**src/scmp_pkg.sv**
```systemverilog
// constants, types and clock source decode for the serial control block
package scmp_pkg;

   // register byte offsets
   localparam logic [7:0] OFS_CTRL   = 8'h00;
   localparam logic [7:0] OFS_MODE   = 8'h04;
   localparam logic [7:0] OFS_STAT   = 8'h08;
   localparam logic [7:0] OFS_RXDATA = 8'h0c;
   localparam logic [7:0] OFS_IRQST  = 8'h10;
   localparam logic [7:0] OFS_IRQEN  = 8'h14;
   localparam logic [7:0] OFS_IRQCLR = 8'h18;
   localparam logic [7:0] OFS_DIV    = 8'h1c;

   // serial_control_reg fields
   localparam int CTRL_FILT   = 3;
   localparam int CTRL_TXEND  = 2;
   localparam int CTRL_CKE_HI = 1;
   localparam int CTRL_CKE_LO = 0;
   // mode register fields
   localparam int MODE_SYNC   = 0;
   localparam int MODE_MULTI  = 1;
   // status register fields
   localparam int ST_RX_FULL  = 0;
   localparam int ST_FRAMING  = 1;
   localparam int ST_OVERRUN  = 2;
   localparam int ST_MPB      = 3;
   // interrupt status, enable and clear fields
   localparam int IRQ_W       = 4;
   localparam int IRQ_RX      = 0;
   localparam int IRQ_ERR     = 1;
   localparam int IRQ_ID      = 2;
   localparam int IRQ_TXEND   = 3;

   // reset values
   localparam logic [7:0] CTRL_RST = 8'h00;
   localparam logic [1:0] MODE_RST = 2'h0;
   localparam logic [7:0] DIV_RST  = 8'h03;

   // bit-rate clock phase: rising output edge at the middle of a bit
   localparam logic [3:0] PH_MID  = 4'h8;
   localparam logic [3:0] PH_LAST = 4'hf;

   localparam logic [1:0] RESP_OKAY   = 2'h0;
   localparam logic [1:0] RESP_SLVERR = 2'h2;

   typedef enum logic [1:0] {SRC_BRG, SRC_BRG_OUT, SRC_EXT, SRC_NONE}
      scmp_src_t;

   // one received frame as reported by the receiver
   typedef struct packed {
      logic       valid;
      logic       mpb;
      logic       ferr;
      logic [7:0] data;
   } scmp_frame_t;

   function automatic scmp_src_t clk_src(input logic [1:0] code,
                                         input logic sync);
      if (sync) begin
         if (code == 2'h0) clk_src = SRC_BRG_OUT;
         else if (code == 2'h2) clk_src = SRC_EXT;
         else clk_src = SRC_NONE;
      end else begin
         if (code == 2'h0) clk_src = SRC_BRG;
         else if (code == 2'h1) clk_src = SRC_BRG_OUT;
         else if (code == 2'h2) clk_src = SRC_EXT;
         else clk_src = SRC_NONE;
      end
   endfunction

endpackage

```
**src/scmp_clkgen.sv**
```systemverilog
// serial clock source selection, baud generator and clock pin driver
`timescale 1ns/100ps
module scmp_clkgen
   import scmp_pkg::*;
(
   // clock and reset
   input  wire logic      aclk,
   input  wire logic      aresetn,
   // configuration
   input  wire scmp_src_t src,
   input  wire logic      sync,
   input  wire logic [7:0] div,
   // serial clock pin
   input  wire logic      pin_i,
   output logic           pin_o,
   output logic           pin_oe,
   // ticks to the rest of the unit
   output logic           tick16,
   output logic           bit_tick
);

   logic [7:0] div_cnt_r;
   logic [3:0] ph_r;
   logic       pin_q_r;
   logic       brg_tick;
   logic       ext_rise;
   logic       tick_src;

   assign brg_tick = (div_cnt_r == div);
   assign ext_rise = pin_i & ~pin_q_r;
   assign tick_src = (src == SRC_EXT) ? ext_rise :
                     (src == SRC_NONE) ? 1'b0 : brg_tick;

   always_ff @(posedge aclk) begin
      if (!aresetn) div_cnt_r <= 8'h00;
      else if (brg_tick) div_cnt_r <= 8'h00;
      else div_cnt_r <= div_cnt_r + 8'h01;
   end

   // pin sampled once for edge detection only
   always_ff @(posedge aclk) begin
      if (!aresetn) pin_q_r <= 1'b0;
      else pin_q_r <= pin_i;
   end

   always_ff @(posedge aclk) begin
      if (!aresetn) ph_r <= 4'h0;
      else if (tick_src) ph_r <= ph_r + 4'h1;
   end

   always_ff @(posedge aclk) begin
      if (!aresetn) begin
         tick16   <= 1'b0;
         bit_tick <= 1'b0;
      end else begin
         tick16 <= ~sync & tick_src;
         if (sync && src == SRC_EXT) bit_tick <= ext_rise;
         else bit_tick <= tick_src && ph_r == PH_LAST;
      end
   end

   // pin drives only for an internal clock with output selected
   always_ff @(posedge aclk) begin
      if (!aresetn) begin
         pin_oe <= 1'b0;
         pin_o  <= 1'b0;
      end else begin
         pin_oe <= (src == SRC_BRG_OUT);
         pin_o  <= ph_r[3];
      end
   end

   ext_in_a: assert property (@(posedge aclk) disable iff (!aresetn)
      src == SRC_EXT |=> !pin_oe)
      else $error("pin driven while external clock selected");
   brg_out_a: assert property (@(posedge aclk) disable iff (!aresetn)
      src == SRC_BRG_OUT |=> pin_oe)
      else $error("clock output not driven");
   brg_quiet_a: assert property (@(posedge aclk) disable iff (!aresetn)
      src == SRC_BRG |=> !pin_oe)
      else $error("pin driven for plain internal clock");
   mid_bit_a: assert property (@(posedge aclk) disable iff (!aresetn)
      $rose(pin_o) |-> $past(ph_r) == PH_MID)
      else $error("output clock edge not at mid bit");
   ext_tick_a: assert property (@(posedge aclk) disable iff (!aresetn)
      (src == SRC_EXT && !sync && ext_rise) |=> tick16)
      else $error("external edge gave no sample tick");
   sync_ext_a: assert property (@(posedge aclk) disable iff (!aresetn)
      (src == SRC_EXT && sync && ext_rise) |=> bit_tick)
      else $error("synchronous external edge gave no bit tick");
   cv_clk_out_c: cover property (@(posedge aclk) disable iff (!aresetn)
      pin_oe && $rose(pin_o));

endmodule

```
**src/scmp_serial_ctrl.sv**
```systemverilog
// serial control: clock select, tx end irq, multiprocessor filter
//
// Summary of operation
// - filter on: drop id-bit-0 frames, no flags
// - id-bit-1 frame clears filter, resumes reception
// - filter works only in async multiproc mode
// - tx end irq passes only when enabled
// - async 00/01 internal; 01 drives pin clock
// - async 10 takes 16x clock from pin
// - sync 00 drives clock, 10 pin input
// - frame: start low, lsb first, stops high
// - output clock rises mid transmitted bit
`timescale 1ns/100ps
module scmp_serial_ctrl
   import scmp_pkg::*;
(
   // clock and reset
   input  wire logic        aclk,
   input  wire logic        aresetn,
   // axi4-lite write
   input  wire logic [7:0]  awaddr,
   input  wire logic        awvalid,
   output logic             awready,
   input  wire logic [31:0] wdata,
   input  wire logic [3:0]  wstrb,
   input  wire logic        wvalid,
   output logic             wready,
   output logic [1:0]       bresp,
   output logic             bvalid,
   input  wire logic        bready,
   // axi4-lite read
   input  wire logic [7:0]  araddr,
   input  wire logic        arvalid,
   output logic             arready,
   output logic [31:0]      rdata,
   output logic [1:0]       rresp,
   output logic             rvalid,
   input  wire logic        rready,
   // receiver and transmitter of the unit
   input  wire scmp_frame_t frame,
   input  wire logic        tx_end_level,
   output logic             rx_full_flag,
   output logic             framing_error_flag,
   output logic             overrun_error_flag,
   output logic             multiproc_mode,
   output logic             tx_end_irq,
   output logic             irq,
   // serial clock
   input  wire logic        serial_clock_pin_i,
   output logic             serial_clock_pin_o,
   output logic             serial_clock_pin_oe,
   output logic             tick16,
   output logic             bit_tick
);

   logic [7:0]       serial_control_r;
   logic [1:0]       mode_r;
   logic [7:0]       div_r;
   logic [7:0]       rx_data_r;
   logic             mpb_r;
   logic [IRQ_W-1:0] irq_st_r;
   logic [IRQ_W-1:0] irq_en_r;
   logic [IRQ_W-1:0] irq_st_nxt;
   logic [IRQ_W-1:0] irq_en_nxt;
   logic             tx_end_q_r;
   logic             aw_held_r;
   logic             w_held_r;
   logic [7:0]       aw_addr_r;
   logic [7:0]       w_data_r;
   logic             w_lane_r;
   logic             wr_fire;
   logic             wr_en;
   logic             wr_ctrl;
   logic             wr_stat;
   logic [7:0]       stat_clr;
   logic             filter_on;
   logic             accept;
   logic             id_hit;
   logic             overrun;
   logic             txend_ev;
   logic [IRQ_W-1:0] irq_ev;
   logic [IRQ_W-1:0] irq_clr;
   scmp_src_t        src;

   function automatic logic addr_mapped(input logic [7:0] a);
      logic [7:0] w;
      w = {a[7:2], 2'b00};
      if (w == OFS_CTRL) addr_mapped = 1'b1;
      else if (w == OFS_MODE) addr_mapped = 1'b1;
      else if (w == OFS_STAT) addr_mapped = 1'b1;
      else if (w == OFS_RXDATA) addr_mapped = 1'b1;
      else if (w == OFS_IRQST) addr_mapped = 1'b1;
      else if (w == OFS_IRQEN) addr_mapped = 1'b1;
      else if (w == OFS_IRQCLR) addr_mapped = 1'b1;
      else if (w == OFS_DIV) addr_mapped = 1'b1;
      else addr_mapped = 1'b0;
   endfunction

   // ---------------- write channel ----------------
   // address and data are held separately so either may come first
   always_ff @(posedge aclk) begin
      if (!aresetn) begin
         awready   <= 1'b0;
         aw_held_r <= 1'b0;
         aw_addr_r <= 8'h00;
      end else if (awvalid && awready) begin
         awready   <= 1'b0;
         aw_held_r <= 1'b1;
         aw_addr_r <= {awaddr[7:2], 2'b00};
      end else if (wr_fire) begin
         aw_held_r <= 1'b0;
      end else if (!aw_held_r && !bvalid) begin
         awready <= 1'b1;
      end
   end

   always_ff @(posedge aclk) begin
      if (!aresetn) begin
         wready   <= 1'b0;
         w_held_r <= 1'b0;
         w_data_r <= 8'h00;
         w_lane_r <= 1'b0;
      end else if (wvalid && wready) begin
         wready   <= 1'b0;
         w_held_r <= 1'b1;
         w_data_r <= wdata[7:0];
         w_lane_r <= wstrb[0];
      end else if (wr_fire) begin
         w_held_r <= 1'b0;
      end else if (!w_held_r && !bvalid) begin
         wready <= 1'b1;
      end
   end

   assign wr_fire = aw_held_r & w_held_r & ~bvalid;
   assign wr_en   = wr_fire & w_lane_r;
   assign wr_ctrl = wr_en && aw_addr_r == OFS_CTRL;
   assign wr_stat = wr_en && aw_addr_r == OFS_STAT;

   always_ff @(posedge aclk) begin
      if (!aresetn) begin
         bvalid <= 1'b0;
         bresp  <= RESP_OKAY;
      end else if (wr_fire) begin
         bvalid <= 1'b1;
         bresp  <= addr_mapped(aw_addr_r) ? RESP_OKAY : RESP_SLVERR;
      end else if (bready) begin
         bvalid <= 1'b0;
      end
   end

   // ---------------- read channel ----------------
   always_ff @(posedge aclk) begin
      if (!aresetn) begin
         arready <= 1'b0;
         rvalid  <= 1'b0;
         rdata   <= 32'h0000_0000;
         rresp   <= RESP_OKAY;
      end else if (arvalid && arready) begin
         arready <= 1'b0;
         rvalid  <= 1'b1;
         rresp   <= addr_mapped(araddr) ? RESP_OKAY : RESP_SLVERR;
         if ({araddr[7:2], 2'b00} == OFS_CTRL)
            rdata <= {24'h0, serial_control_r};
         else if ({araddr[7:2], 2'b00} == OFS_MODE)
            rdata <= {30'h0, mode_r};
         else if ({araddr[7:2], 2'b00} == OFS_STAT)
            rdata <= {28'h0, mpb_r, overrun_error_flag,
                      framing_error_flag, rx_full_flag};
         else if ({araddr[7:2], 2'b00} == OFS_RXDATA)
            rdata <= {24'h0, rx_data_r};
         else if ({araddr[7:2], 2'b00} == OFS_IRQST)
            rdata <= {28'h0, irq_st_r};
         else if ({araddr[7:2], 2'b00} == OFS_IRQEN)
            rdata <= {28'h0, irq_en_r};
         else if ({araddr[7:2], 2'b00} == OFS_DIV)
            rdata <= {24'h0, div_r};
         else
            rdata <= 32'h0000_0000;
      end else if (rvalid) begin
         if (rready) begin
            rvalid  <= 1'b0;
            arready <= 1'b1;
         end
      end else begin
         arready <= 1'b1;
      end
   end

   // ---------------- configuration ----------------
   // a software write in the same cycle as an id frame wins over
   // the hardware clear, so a fresh enable is never lost
   always_ff @(posedge aclk) begin
      if (!aresetn) serial_control_r <= CTRL_RST;
      else if (wr_ctrl) serial_control_r <= {4'h0, w_data_r[3:0]};
      else if (id_hit) serial_control_r[CTRL_FILT] <= 1'b0;
   end

   always_ff @(posedge aclk) begin
      if (!aresetn) mode_r <= MODE_RST;
      else if (wr_en && aw_addr_r == OFS_MODE) mode_r <= w_data_r[1:0];
   end

   always_ff @(posedge aclk) begin
      if (!aresetn) div_r <= DIV_RST;
      else if (wr_en && aw_addr_r == OFS_DIV) div_r <= w_data_r;
   end

   assign multiproc_mode = mode_r[MODE_MULTI];

   // reserved codes stop the clock rather than guess a source
   assign src = clk_src({serial_control_r[CTRL_CKE_HI],
                         serial_control_r[CTRL_CKE_LO]},
                        mode_r[MODE_SYNC]);

   scmp_clkgen u_clkgen (
      .aclk     (aclk),
      .aresetn  (aresetn),
      .src      (src),
      .sync     (mode_r[MODE_SYNC]),
      .div      (div_r),
      .pin_i    (serial_clock_pin_i),
      .pin_o    (serial_clock_pin_o),
      .pin_oe   (serial_clock_pin_oe),
      .tick16   (tick16),
      .bit_tick (bit_tick)
   );

   // ---------------- multiprocessor filter ----------------
   // the frame itself (start, lsb first, stops) is decoded upstream
   assign filter_on = serial_control_r[CTRL_FILT] & mode_r[MODE_MULTI]
                      & ~mode_r[MODE_SYNC];
   assign accept  = frame.valid & ~(filter_on & ~frame.mpb);
   assign id_hit  = frame.valid & filter_on & frame.mpb;
   assign stat_clr = wr_stat ? w_data_r : 8'h00;
   assign overrun = accept & rx_full_flag & ~stat_clr[ST_RX_FULL];

   // flags set by hardware win over a same-cycle write-one clear
   always_ff @(posedge aclk) begin
      if (!aresetn) begin
         rx_full_flag       <= 1'b0;
         framing_error_flag <= 1'b0;
         overrun_error_flag <= 1'b0;
      end else begin
         rx_full_flag <= accept |
                         (rx_full_flag & ~stat_clr[ST_RX_FULL]);
         framing_error_flag <= (accept & frame.ferr) |
            (framing_error_flag & ~stat_clr[ST_FRAMING]);
         overrun_error_flag <= overrun |
            (overrun_error_flag & ~stat_clr[ST_OVERRUN]);
      end
   end

   // on overrun the unread byte is kept and the new one is lost
   always_ff @(posedge aclk) begin
      if (!aresetn) begin
         rx_data_r <= 8'h00;
         mpb_r     <= 1'b0;
      end else if (accept && !overrun) begin
         rx_data_r <= frame.data;
         mpb_r     <= frame.mpb;
      end
   end

   // ---------------- interrupts ----------------
   assign txend_ev = tx_end_level & ~tx_end_q_r
                     & serial_control_r[CTRL_TXEND];
   assign irq_clr  = (wr_en && aw_addr_r == OFS_IRQCLR) ?
                     w_data_r[IRQ_W-1:0] : {IRQ_W{1'b0}};

   always_comb begin
      irq_ev             = {IRQ_W{1'b0}};
      irq_ev[IRQ_RX]     = accept & ~overrun;
      irq_ev[IRQ_ERR]    = overrun | (accept & frame.ferr);
      irq_ev[IRQ_ID]     = id_hit;
      irq_ev[IRQ_TXEND]  = txend_ev;
      irq_st_nxt = (irq_st_r & ~irq_clr) | irq_ev;
      irq_en_nxt = irq_en_r;
      if (wr_en && aw_addr_r == OFS_IRQEN)
         irq_en_nxt = w_data_r[IRQ_W-1:0];
   end

   always_ff @(posedge aclk) begin
      if (!aresetn) begin
         irq_st_r <= {IRQ_W{1'b0}};
         irq_en_r <= {IRQ_W{1'b0}};
         irq      <= 1'b0;
      end else begin
         irq_st_r <= irq_st_nxt;
         irq_en_r <= irq_en_nxt;
         irq      <= |(irq_st_nxt & irq_en_nxt);
      end
   end

   always_ff @(posedge aclk) begin
      if (!aresetn) begin
         tx_end_q_r <= 1'b0;
         tx_end_irq <= 1'b0;
      end else begin
         tx_end_q_r <= tx_end_level;
         tx_end_irq <= tx_end_level & serial_control_r[CTRL_TXEND];
      end
   end

   // ---------------- checks ----------------
   filter_drop_a: assert property (@(posedge aclk)
      disable iff (!aresetn)
      (filter_on && frame.valid && !frame.mpb && !rx_full_flag)
      |=> !rx_full_flag && !$rose(framing_error_flag) && $stable(rx_data_r))
      else $error("filtered frame changed receive state");
   filter_noerr_a: assert property (@(posedge aclk)
      disable iff (!aresetn)
      (filter_on && frame.valid && !frame.mpb) |=> !$rose(overrun_error_flag))
      else $error("filtered frame raised overrun");
   id_clear_a: assert property (@(posedge aclk)
      disable iff (!aresetn)
      (id_hit && !wr_ctrl) |=> !serial_control_r[CTRL_FILT] && rx_full_flag)
      else $error("id frame did not clear filter");
   no_filter_a: assert property (@(posedge aclk)
      disable iff (!aresetn)
      (frame.valid && (mode_r[MODE_SYNC] || !mode_r[MODE_MULTI]))
      |=> rx_full_flag)
      else $error("frame dropped outside multiprocessor mode");
   txend_mask_a: assert property (@(posedge aclk)
      disable iff (!aresetn)
      !serial_control_r[CTRL_TXEND] |=> !tx_end_irq)
      else $error("tx end irq not masked");
   txend_pass_a: assert property (@(posedge aclk)
      disable iff (!aresetn)
      (serial_control_r[CTRL_TXEND] && tx_end_level) |=> tx_end_irq)
      else $error("tx end irq not raised");
   irq_level_a: assert property (@(posedge aclk)
      disable iff (!aresetn)
      ##1 irq == |(irq_st_r & irq_en_r))
      else $error("irq does not match enabled status");
   bresp_hold_a: assert property (@(posedge aclk)
      disable iff (!aresetn)
      (bvalid && !bready) |=> bvalid && $stable(bresp))
      else $error("write response dropped before ready");
   clk_pin_a: assert property (@(posedge aclk)
      disable iff (!aresetn)
      (src == SRC_BRG_OUT)[*2] |-> serial_clock_pin_oe)
      else $error("selected clock output not driven");

   cv_discard_c: cover property (@(posedge aclk) disable iff (!aresetn)
      filter_on && frame.valid && !frame.mpb);
   cv_id_c: cover property (@(posedge aclk) disable iff (!aresetn)
      id_hit ##1 frame.valid);
   cv_txend_c: cover property (@(posedge aclk) disable iff (!aresetn)
      $rose(tx_end_irq));
   cv_overrun_c: cover property (@(posedge aclk) disable iff (!aresetn)
      $rose(overrun_error_flag));

endmodule

```
**config.mk**
```make
export PLATFORM = sky130hd
export DESIGN_NAME = scmp_serial_ctrl
export DESIGN_NICKNAME = d
export VERILOG_FILES = /design/src/scmp_pkg.sv /design/src/scmp_clkgen.sv /design/src/scmp_serial_ctrl.sv
export SDC_FILE = /design/constraint.sdc
export NUM_CORES = 1
export LEC_CHECK = 0
export BUFFER_PORTS_ARGS = -buffer_cell sky130_fd_sc_hd__buf_2
export CAP_MARGIN = 20
export CORE_ASPECT_RATIO = 1.5
export CORE_MARGIN = 2
export CORE_UTILIZATION = 51
export CTS_CLUSTER_SIZE = 30
export DETAILED_ROUTE_END_ITERATION = 10
export GPL_ROUTABILITY_DRIVEN = 0
export PLACE_DENSITY = 0.8
export REMOVE_ABC_BUFFERS = 1
export SYNTH_ARGS = -nofsm -noshare
export SYNTH_HDL_FRONTEND = slang
export SYNTH_SLANG_ARGS = --single-unit
export TNS_END_PERCENT = 1
```
**constraint.sdc**
```tcl
create_clock -name aclk -period 2.1 [get_ports aclk]
set_input_delay 0.21 -clock aclk [delete_from_list [all_inputs] [get_ports aclk]]
set_output_delay 0.21 -clock aclk [all_outputs]
set_load 0.05 [all_outputs]
```
Word-level counts from Yosys, hierarchy flattened

Cells that the tools add are included.

Output and inout port bits: 51
Bits in registers: 112
Word-level logic and storage cells: 184
Input port bits: 72

Reduce and logical (&&, ||, !) cells: 33
Multiplexer cells: 52
Bitwise logic cells: 41
$add $sub $neg: 2
Eq/ne operators: 22

Operator list:

| operator              | number |
|---|---|
| $mux W8               | 7 |
| $eq A6 B3 Y1 const B  | 8 |
| $mux W1               | 36 |
| $eq A6 B2 Y1 const B  | 4 |
| $and A1 B1 Y1         | 21 |
| $logic_and A1 B1 Y1   | 14 |
| $eq A6 B1 Y1 const B  | 2 |
| $logic_not A6 Y1      | 2 |
| $mux W2               | 6 |
| $not A1 Y1            | 12 |
| $add A8 B1 Y8 const B | 1 |
| $and A4 B4 Y4         | 2 |
| $eq A8 B8 Y1          | 1 |
| $logic_not A8 Y1      | 1 |
| $mux W4               | 2 |
| $reduce_bool A2 Y1    | 4 |
| $reduce_or A2 Y1      | 4 |
| $eq A2 B2 Y1 const B  | 3 |
| $add A4 B1 Y4 const B | 1 |
| $eq A2 B1 Y1 const B  | 2 |
| $eq A4 B4 Y1 const B  | 1 |
| $logic_not A1 Y1      | 4 |
| $not A4 Y4            | 1 |
| $or A1 B1 Y1          | 4 |
| other kinds (6)       | 7 |

Depth between registers and ports, before layout

Depth in word-level cells: 12
Mapped depth: 6
Depth with buffers taken out: 5

Hierarchy

From an unflattened synthesis, not the netlist that was laid out.

Cell total of the unflattened synthesis: 471
Area, all modules: 4119.0 µm²

Modules (own cells, without submodules):

| module           | sequential area each (µm²) | instances | area each (µm²) | cells an instance |
|---|---|---|---|---|
| scmp_serial_ctrl | 1381.3                     | 1         | 3174.3          | 364 |
| scmp_clkgen      | 340.3                      | 1         | 944.7           | 107 |

Least setup slack after synthesis

No wires, ideal clock.

Path kind: reg-to-reg
Start: register mode_r[1]
End: register irq
Clock period less this slack: 1.876 ns
Data required time: 1.968 ns
Library setup time: 0.132 ns
Buffers on the path: 0
Setup slack: 0.224 ns
Cell stages (with the launch flop): 6
Data arrival time: 1.744 ns
Path through: dfxtp_1 nand2_1 o31ai_2 o21ai_0 nand3b_1 o311ai_1

Longest elaborated chain between the ends: 12
Elaborated cells on any way between the ends: 16
Classes of those cells: bitwise: 15; reduce/logical: 1

RTL lines:

| item                       | line                    | text |
|---|---|---|
| start, declared            | scmp_serial_ctrl.sv:57  | `logic [1:0] mode_r;` |
| start signal, assigned     | scmp_serial_ctrl.sv:201 | `else if (wr_en && aw_addr_r == OFS_MODE) mode_r <= w_data_r[1:0];` |
| $and A1 B1 Y1 *            | scmp_serial_ctrl.sv:231 | `assign filter_on = serial_control_r[CTRL_FILT] & mode_r[MODE_MULTI]` |
| $and A1 B1 Y1 *            | scmp_serial_ctrl.sv:232 | `& ~mode_r[MODE_SYNC];` |
| $and A1 B1 Y1              | scmp_serial_ctrl.sv:233 | `assign accept = frame.valid & ~(filter_on & ~frame.mpb);` |
| $not A1 Y1                 | scmp_serial_ctrl.sv:233 |  |
| $and A1 B1 Y1              | scmp_serial_ctrl.sv:233 |  |
| $and A1 B1 Y1 (2 in a row) | scmp_serial_ctrl.sv:236 | `assign overrun = accept & rx_full_flag & ~stat_clr[ST_RX_FULL];` |
| $not A1 Y1                 | scmp_serial_ctrl.sv:273 | `irq_ev[IRQ_RX] = accept & ~overrun;` |
| $and A1 B1 Y1              | scmp_serial_ctrl.sv:273 |  |
| $or A4 B4 Y4 *             | scmp_serial_ctrl.sv:277 | `irq_st_nxt = (irq_st_r & ~irq_clr) \| irq_ev;` |
| $and A4 B4 Y4 *            | scmp_serial_ctrl.sv:291 | `irq <= \|(irq_st_nxt & irq_en_nxt);` |
| $reduce_or A4 Y1 *         | scmp_serial_ctrl.sv:291 |  |
| end signal, assigned       | scmp_serial_ctrl.sv:291 |  |
| end, declared              | scmp_serial_ctrl.sv:47  | `output logic irq,` |

Mark *: on every way between the ends. The rest lies on a longest branch, timed or not.
A chain may end at the register's enable or synchronous reset.

Worst setup path in the final report

Start: register u_clkgen.div_cnt_r[3]
End: register u_clkgen.ph_r[3]

Longest elaborated chain between the ends: 3

RTL lines:

| item                   | line              | text |
|---|---|---|
| start, declared        | scmp_clkgen.sv:22 | `logic [7:0] div_cnt_r;` |
| start signal, assigned | scmp_clkgen.sv:37 | `else div_cnt_r <= div_cnt_r + 8'h01;` |
| $eq A8 B8 Y1           | scmp_clkgen.sv:29 | `assign brg_tick = (div_cnt_r == div);` |
| $mux W1                | scmp_clkgen.sv:32 | `(src == SRC_NONE) ? 1'b0 : brg_tick;` |
| $mux W1                | scmp_clkgen.sv:31 | `assign tick_src = (src == SRC_EXT) ? ext_rise :` |
| end signal, assigned   | scmp_clkgen.sv:48 | `else if (tick_src) ph_r <= ph_r + 4'h1;` |
| end, declared          | scmp_clkgen.sv:23 | `logic [3:0] ph_r;` |

No other way between the ends.

==> impl_metrics.ini <==
[status]
status = complete, no violations

[setup_path]
rr_worst_depth = 5
cp_slowest_cell = nor4_1
crit_path_start_kind = flop
crit_path_end_kind = flop
cp_data_arrival_time_ns = 2.13
reg2reg_from = u_clkgen.div_cnt_r[3]
crit_chain = xor2_1 > nor4_1 > nand3_1 > a21oi_1 > mux2_2
crit_path_end = u_clkgen.ph_r[3]
critPathLaunch = u_clkgen.div_cnt_r[3]
crit_fanout = 4
max_stage_delay_ns = 0.48
rr_endpoint = u_clkgen.ph_r[3]
r2r_setup_slack_ns = 0.20
critical_path_class = flop to flop
cp_data_required_time_ns = 2.32

[cts]
cts_buffer_depth = 2
cts_htree_levels = 3
cts_made_buffers = 9
cts_setup_buffers = 0
clkLatencyLatePin_ns = 0.34
holdBufCountCts = 0
numClockSinks = 86
cts.repair.resized = 0
cts_tree = yes
clk_pin_slew_ns = 0.06
cts-root-buf = clkbuf_16

[global_route]
antenna_found_initial = 0
grt_start_max_net_pins = 32
grt_pass1_vias = 3147
grt_pass1_wl_microns = 14300
grt_usage_pct = 22.1
overflow = 0

[sta]
setup_viol_count_final = 0
layout_setup_ws_ns = 0.195
post-route-min-period_ns = 1.90
hold_violations = 0
relSlewSlack_pct = 63.5
min_period_over_period_pct = 90.7
final.setup_skew_ns = 0.00600
finalSetupTns_ns = 0
holdWs_ns = 0.110
slew_viol_final = 0
fmax_mhz = 525
worst_slew_pin_slew_ns = 0.545
grt_setup_unrepaired = no

[yosys]
yosys.area.top_type = dfxtp_1
ys_async_sr_fraction_pct = 0
synth_area_leaders = dfxtp_1, nand2_1, a21oi_1
syn_area_sq_um = 3900
synth_top_area_share_pct = 44.1
synth-seq-cells = 86
synth-seq-area-share_pct = 44.1
synthFlopType = dfxtp_1
ys_types = 51
yosysWarnings = 0
syn_area_per_cell_sq_um = 8.71
synth_edf_count = 0
synthCells = 448
synth.most_common_cell = dfxtp_1
synthTopCellsByCount = dfxtp_1, nand2_1, a21oi_1

[finish]
final_nets = 583
seq_area_sq_um = 1720
area_growth_pct = 16.8
multi_input_area_sq_um = 1950
diodes = 0
drive_above_1_share_pct = 20.0
fillers = 661

[die]
pin_count = 123
rows = 39
dieArea_sq_um = 8380
initial_core_util_pct = 51.9
die_w_microns = 75.4
die_h_microns = 111
coreArea_sq_um = 7510

[detailed_routing]
ant_nets = 0
drt-total-wl_microns = 8610
vias_per_cell = 5.24
vias = 3229
dr.first_iter.drc_count = 167
routedWlPerCell_microns = 14.0
first_pass_iters = 4
drc = 0

[min_path]
holdPathStages = 3
worstHoldPathType = primary input to flop

[placement]
portBuffers = 65
preCtsSetupSlack_ns = 0.252
hpwl_microns = 6300

[pwr]
total_power_mw = 4.03
p_per_area_nw_per_um2 = 883
ir_drop_uv = 714
power.leakage_nw = 1.97

[job]
drv_cap = 0
==> per-layer routing <==
layer	track usage, %	up-vias	part of all wire [%]
li1	-	1619	-
met1	23.8	1492	38
met2	38.6	95	54
met3	5.64	23	4.9
met4	10.4	0	3.4
met5	0	-	0
==> cells in the final DEF, fill, tap and decap left out, types with 3 or more instances in the layout <==
cell type and instances:
a31oi_1 3, mux2_2 7, nand3b_1 7, nand2_1 62
buf_2 65, clkbuf_16 9, dfxtp_1 86, and3_1 5
buf_4 7, nor4_1 3, mux2i_1 22, conb_1 26
nand3_1 20, and2_1 9, nor2_1 36, nand2b_1 3
xor2_1 13, inv_1 8, a21oi_1 44, bufinv_16 3
nor3_1 11, a22o_1 3, a22oi_1 5, o21ai_0 19
nor2b_1 3
==> through the flow <==
stage / instance area, sq um / utilization, % / instances
3_3_place_gp: 4210 / 56.0 / 600
6_report: 4560 / 60.6 / 616
3_5_place_dp: 4210 / 56.0 / 600
2_1_floorplan: 3700 / - / 426
5_1_grt: 4560 / 60.6 / 616
4_1_cts: 4560 / 60.6 / 616
==> sequential cells by signal, indices dropped and copies added (netlist names), 2 cells and up <==
signal,flops
div_r,8
u_clkgen.div_cnt_r,8
rx_data_r,8
serial_control_r,4
irq_en_r,4
w_data_r,8
irq_st_r,4
rdata,8
u_clkgen.ph_r,4
mode_r,2
aw_addr_r,6
==> worst max-delay path: cells and delay by family, from the launching register on <==
family	cells	cell delay [ns]
mux	1	0.35
flops	1	0.35
compound gates	1	0.23
xor+xnor	1	0.16
simple gates	2	0.71
==> worst min path at each step <==
stage	start	endpoint	slack, ns
floorplan	aresetn	div_r[1]	0.28
global placement	rdata[6]	rdata[6]	0.43
detailed placement	tx_end_level	tx_end_q_r	0.44
CTS	wdata[0]	w_data_r[0]	0.11
global route	wdata[0]	w_data_r[0]	0.11
finish	frame[3]	rx_data_r[3]	0.11
==> logic make-up after synthesis <==
logic type / Yosys count / share of synthesized area (%)
XOR/XNOR: 15 / 3.37
buffers and inverters: 55 / 8.21
AND/OR/NAND/NOR: 172 / 22.3
adder cells (fa/ha/maj): 2 / 0.642
other: 1 / 0.0962
multiplexers: 29 / 7.67
flip-flops: 86 / 44.1
AO/OA/AOI/OAI: 88 / 13.5
==> power breakdown <==
part / internal, mW / switching [mW]
Clock: 1.19 / 0.626
Sequential: 1.69 / 0.0619
Combinational: 0.130 / 0.325
==> area by class of cell <==
| cell class | instances | share of cell area (%) |
|---|---|---|
| Clock buffer | 10 | 5.24 |
| Sequential cell | 86 | 37.8 |
| Inverter | 8 | 0.659 |
| Timing Repair Buffer | 72 | 8.29 |
| Clock inverter | 6 | 2.39 |
| Tap cell | 102 | 2.80 |
| Multi-Input combinational cell | 332 | 42.8 |
(Power assumes the default switching activity.)
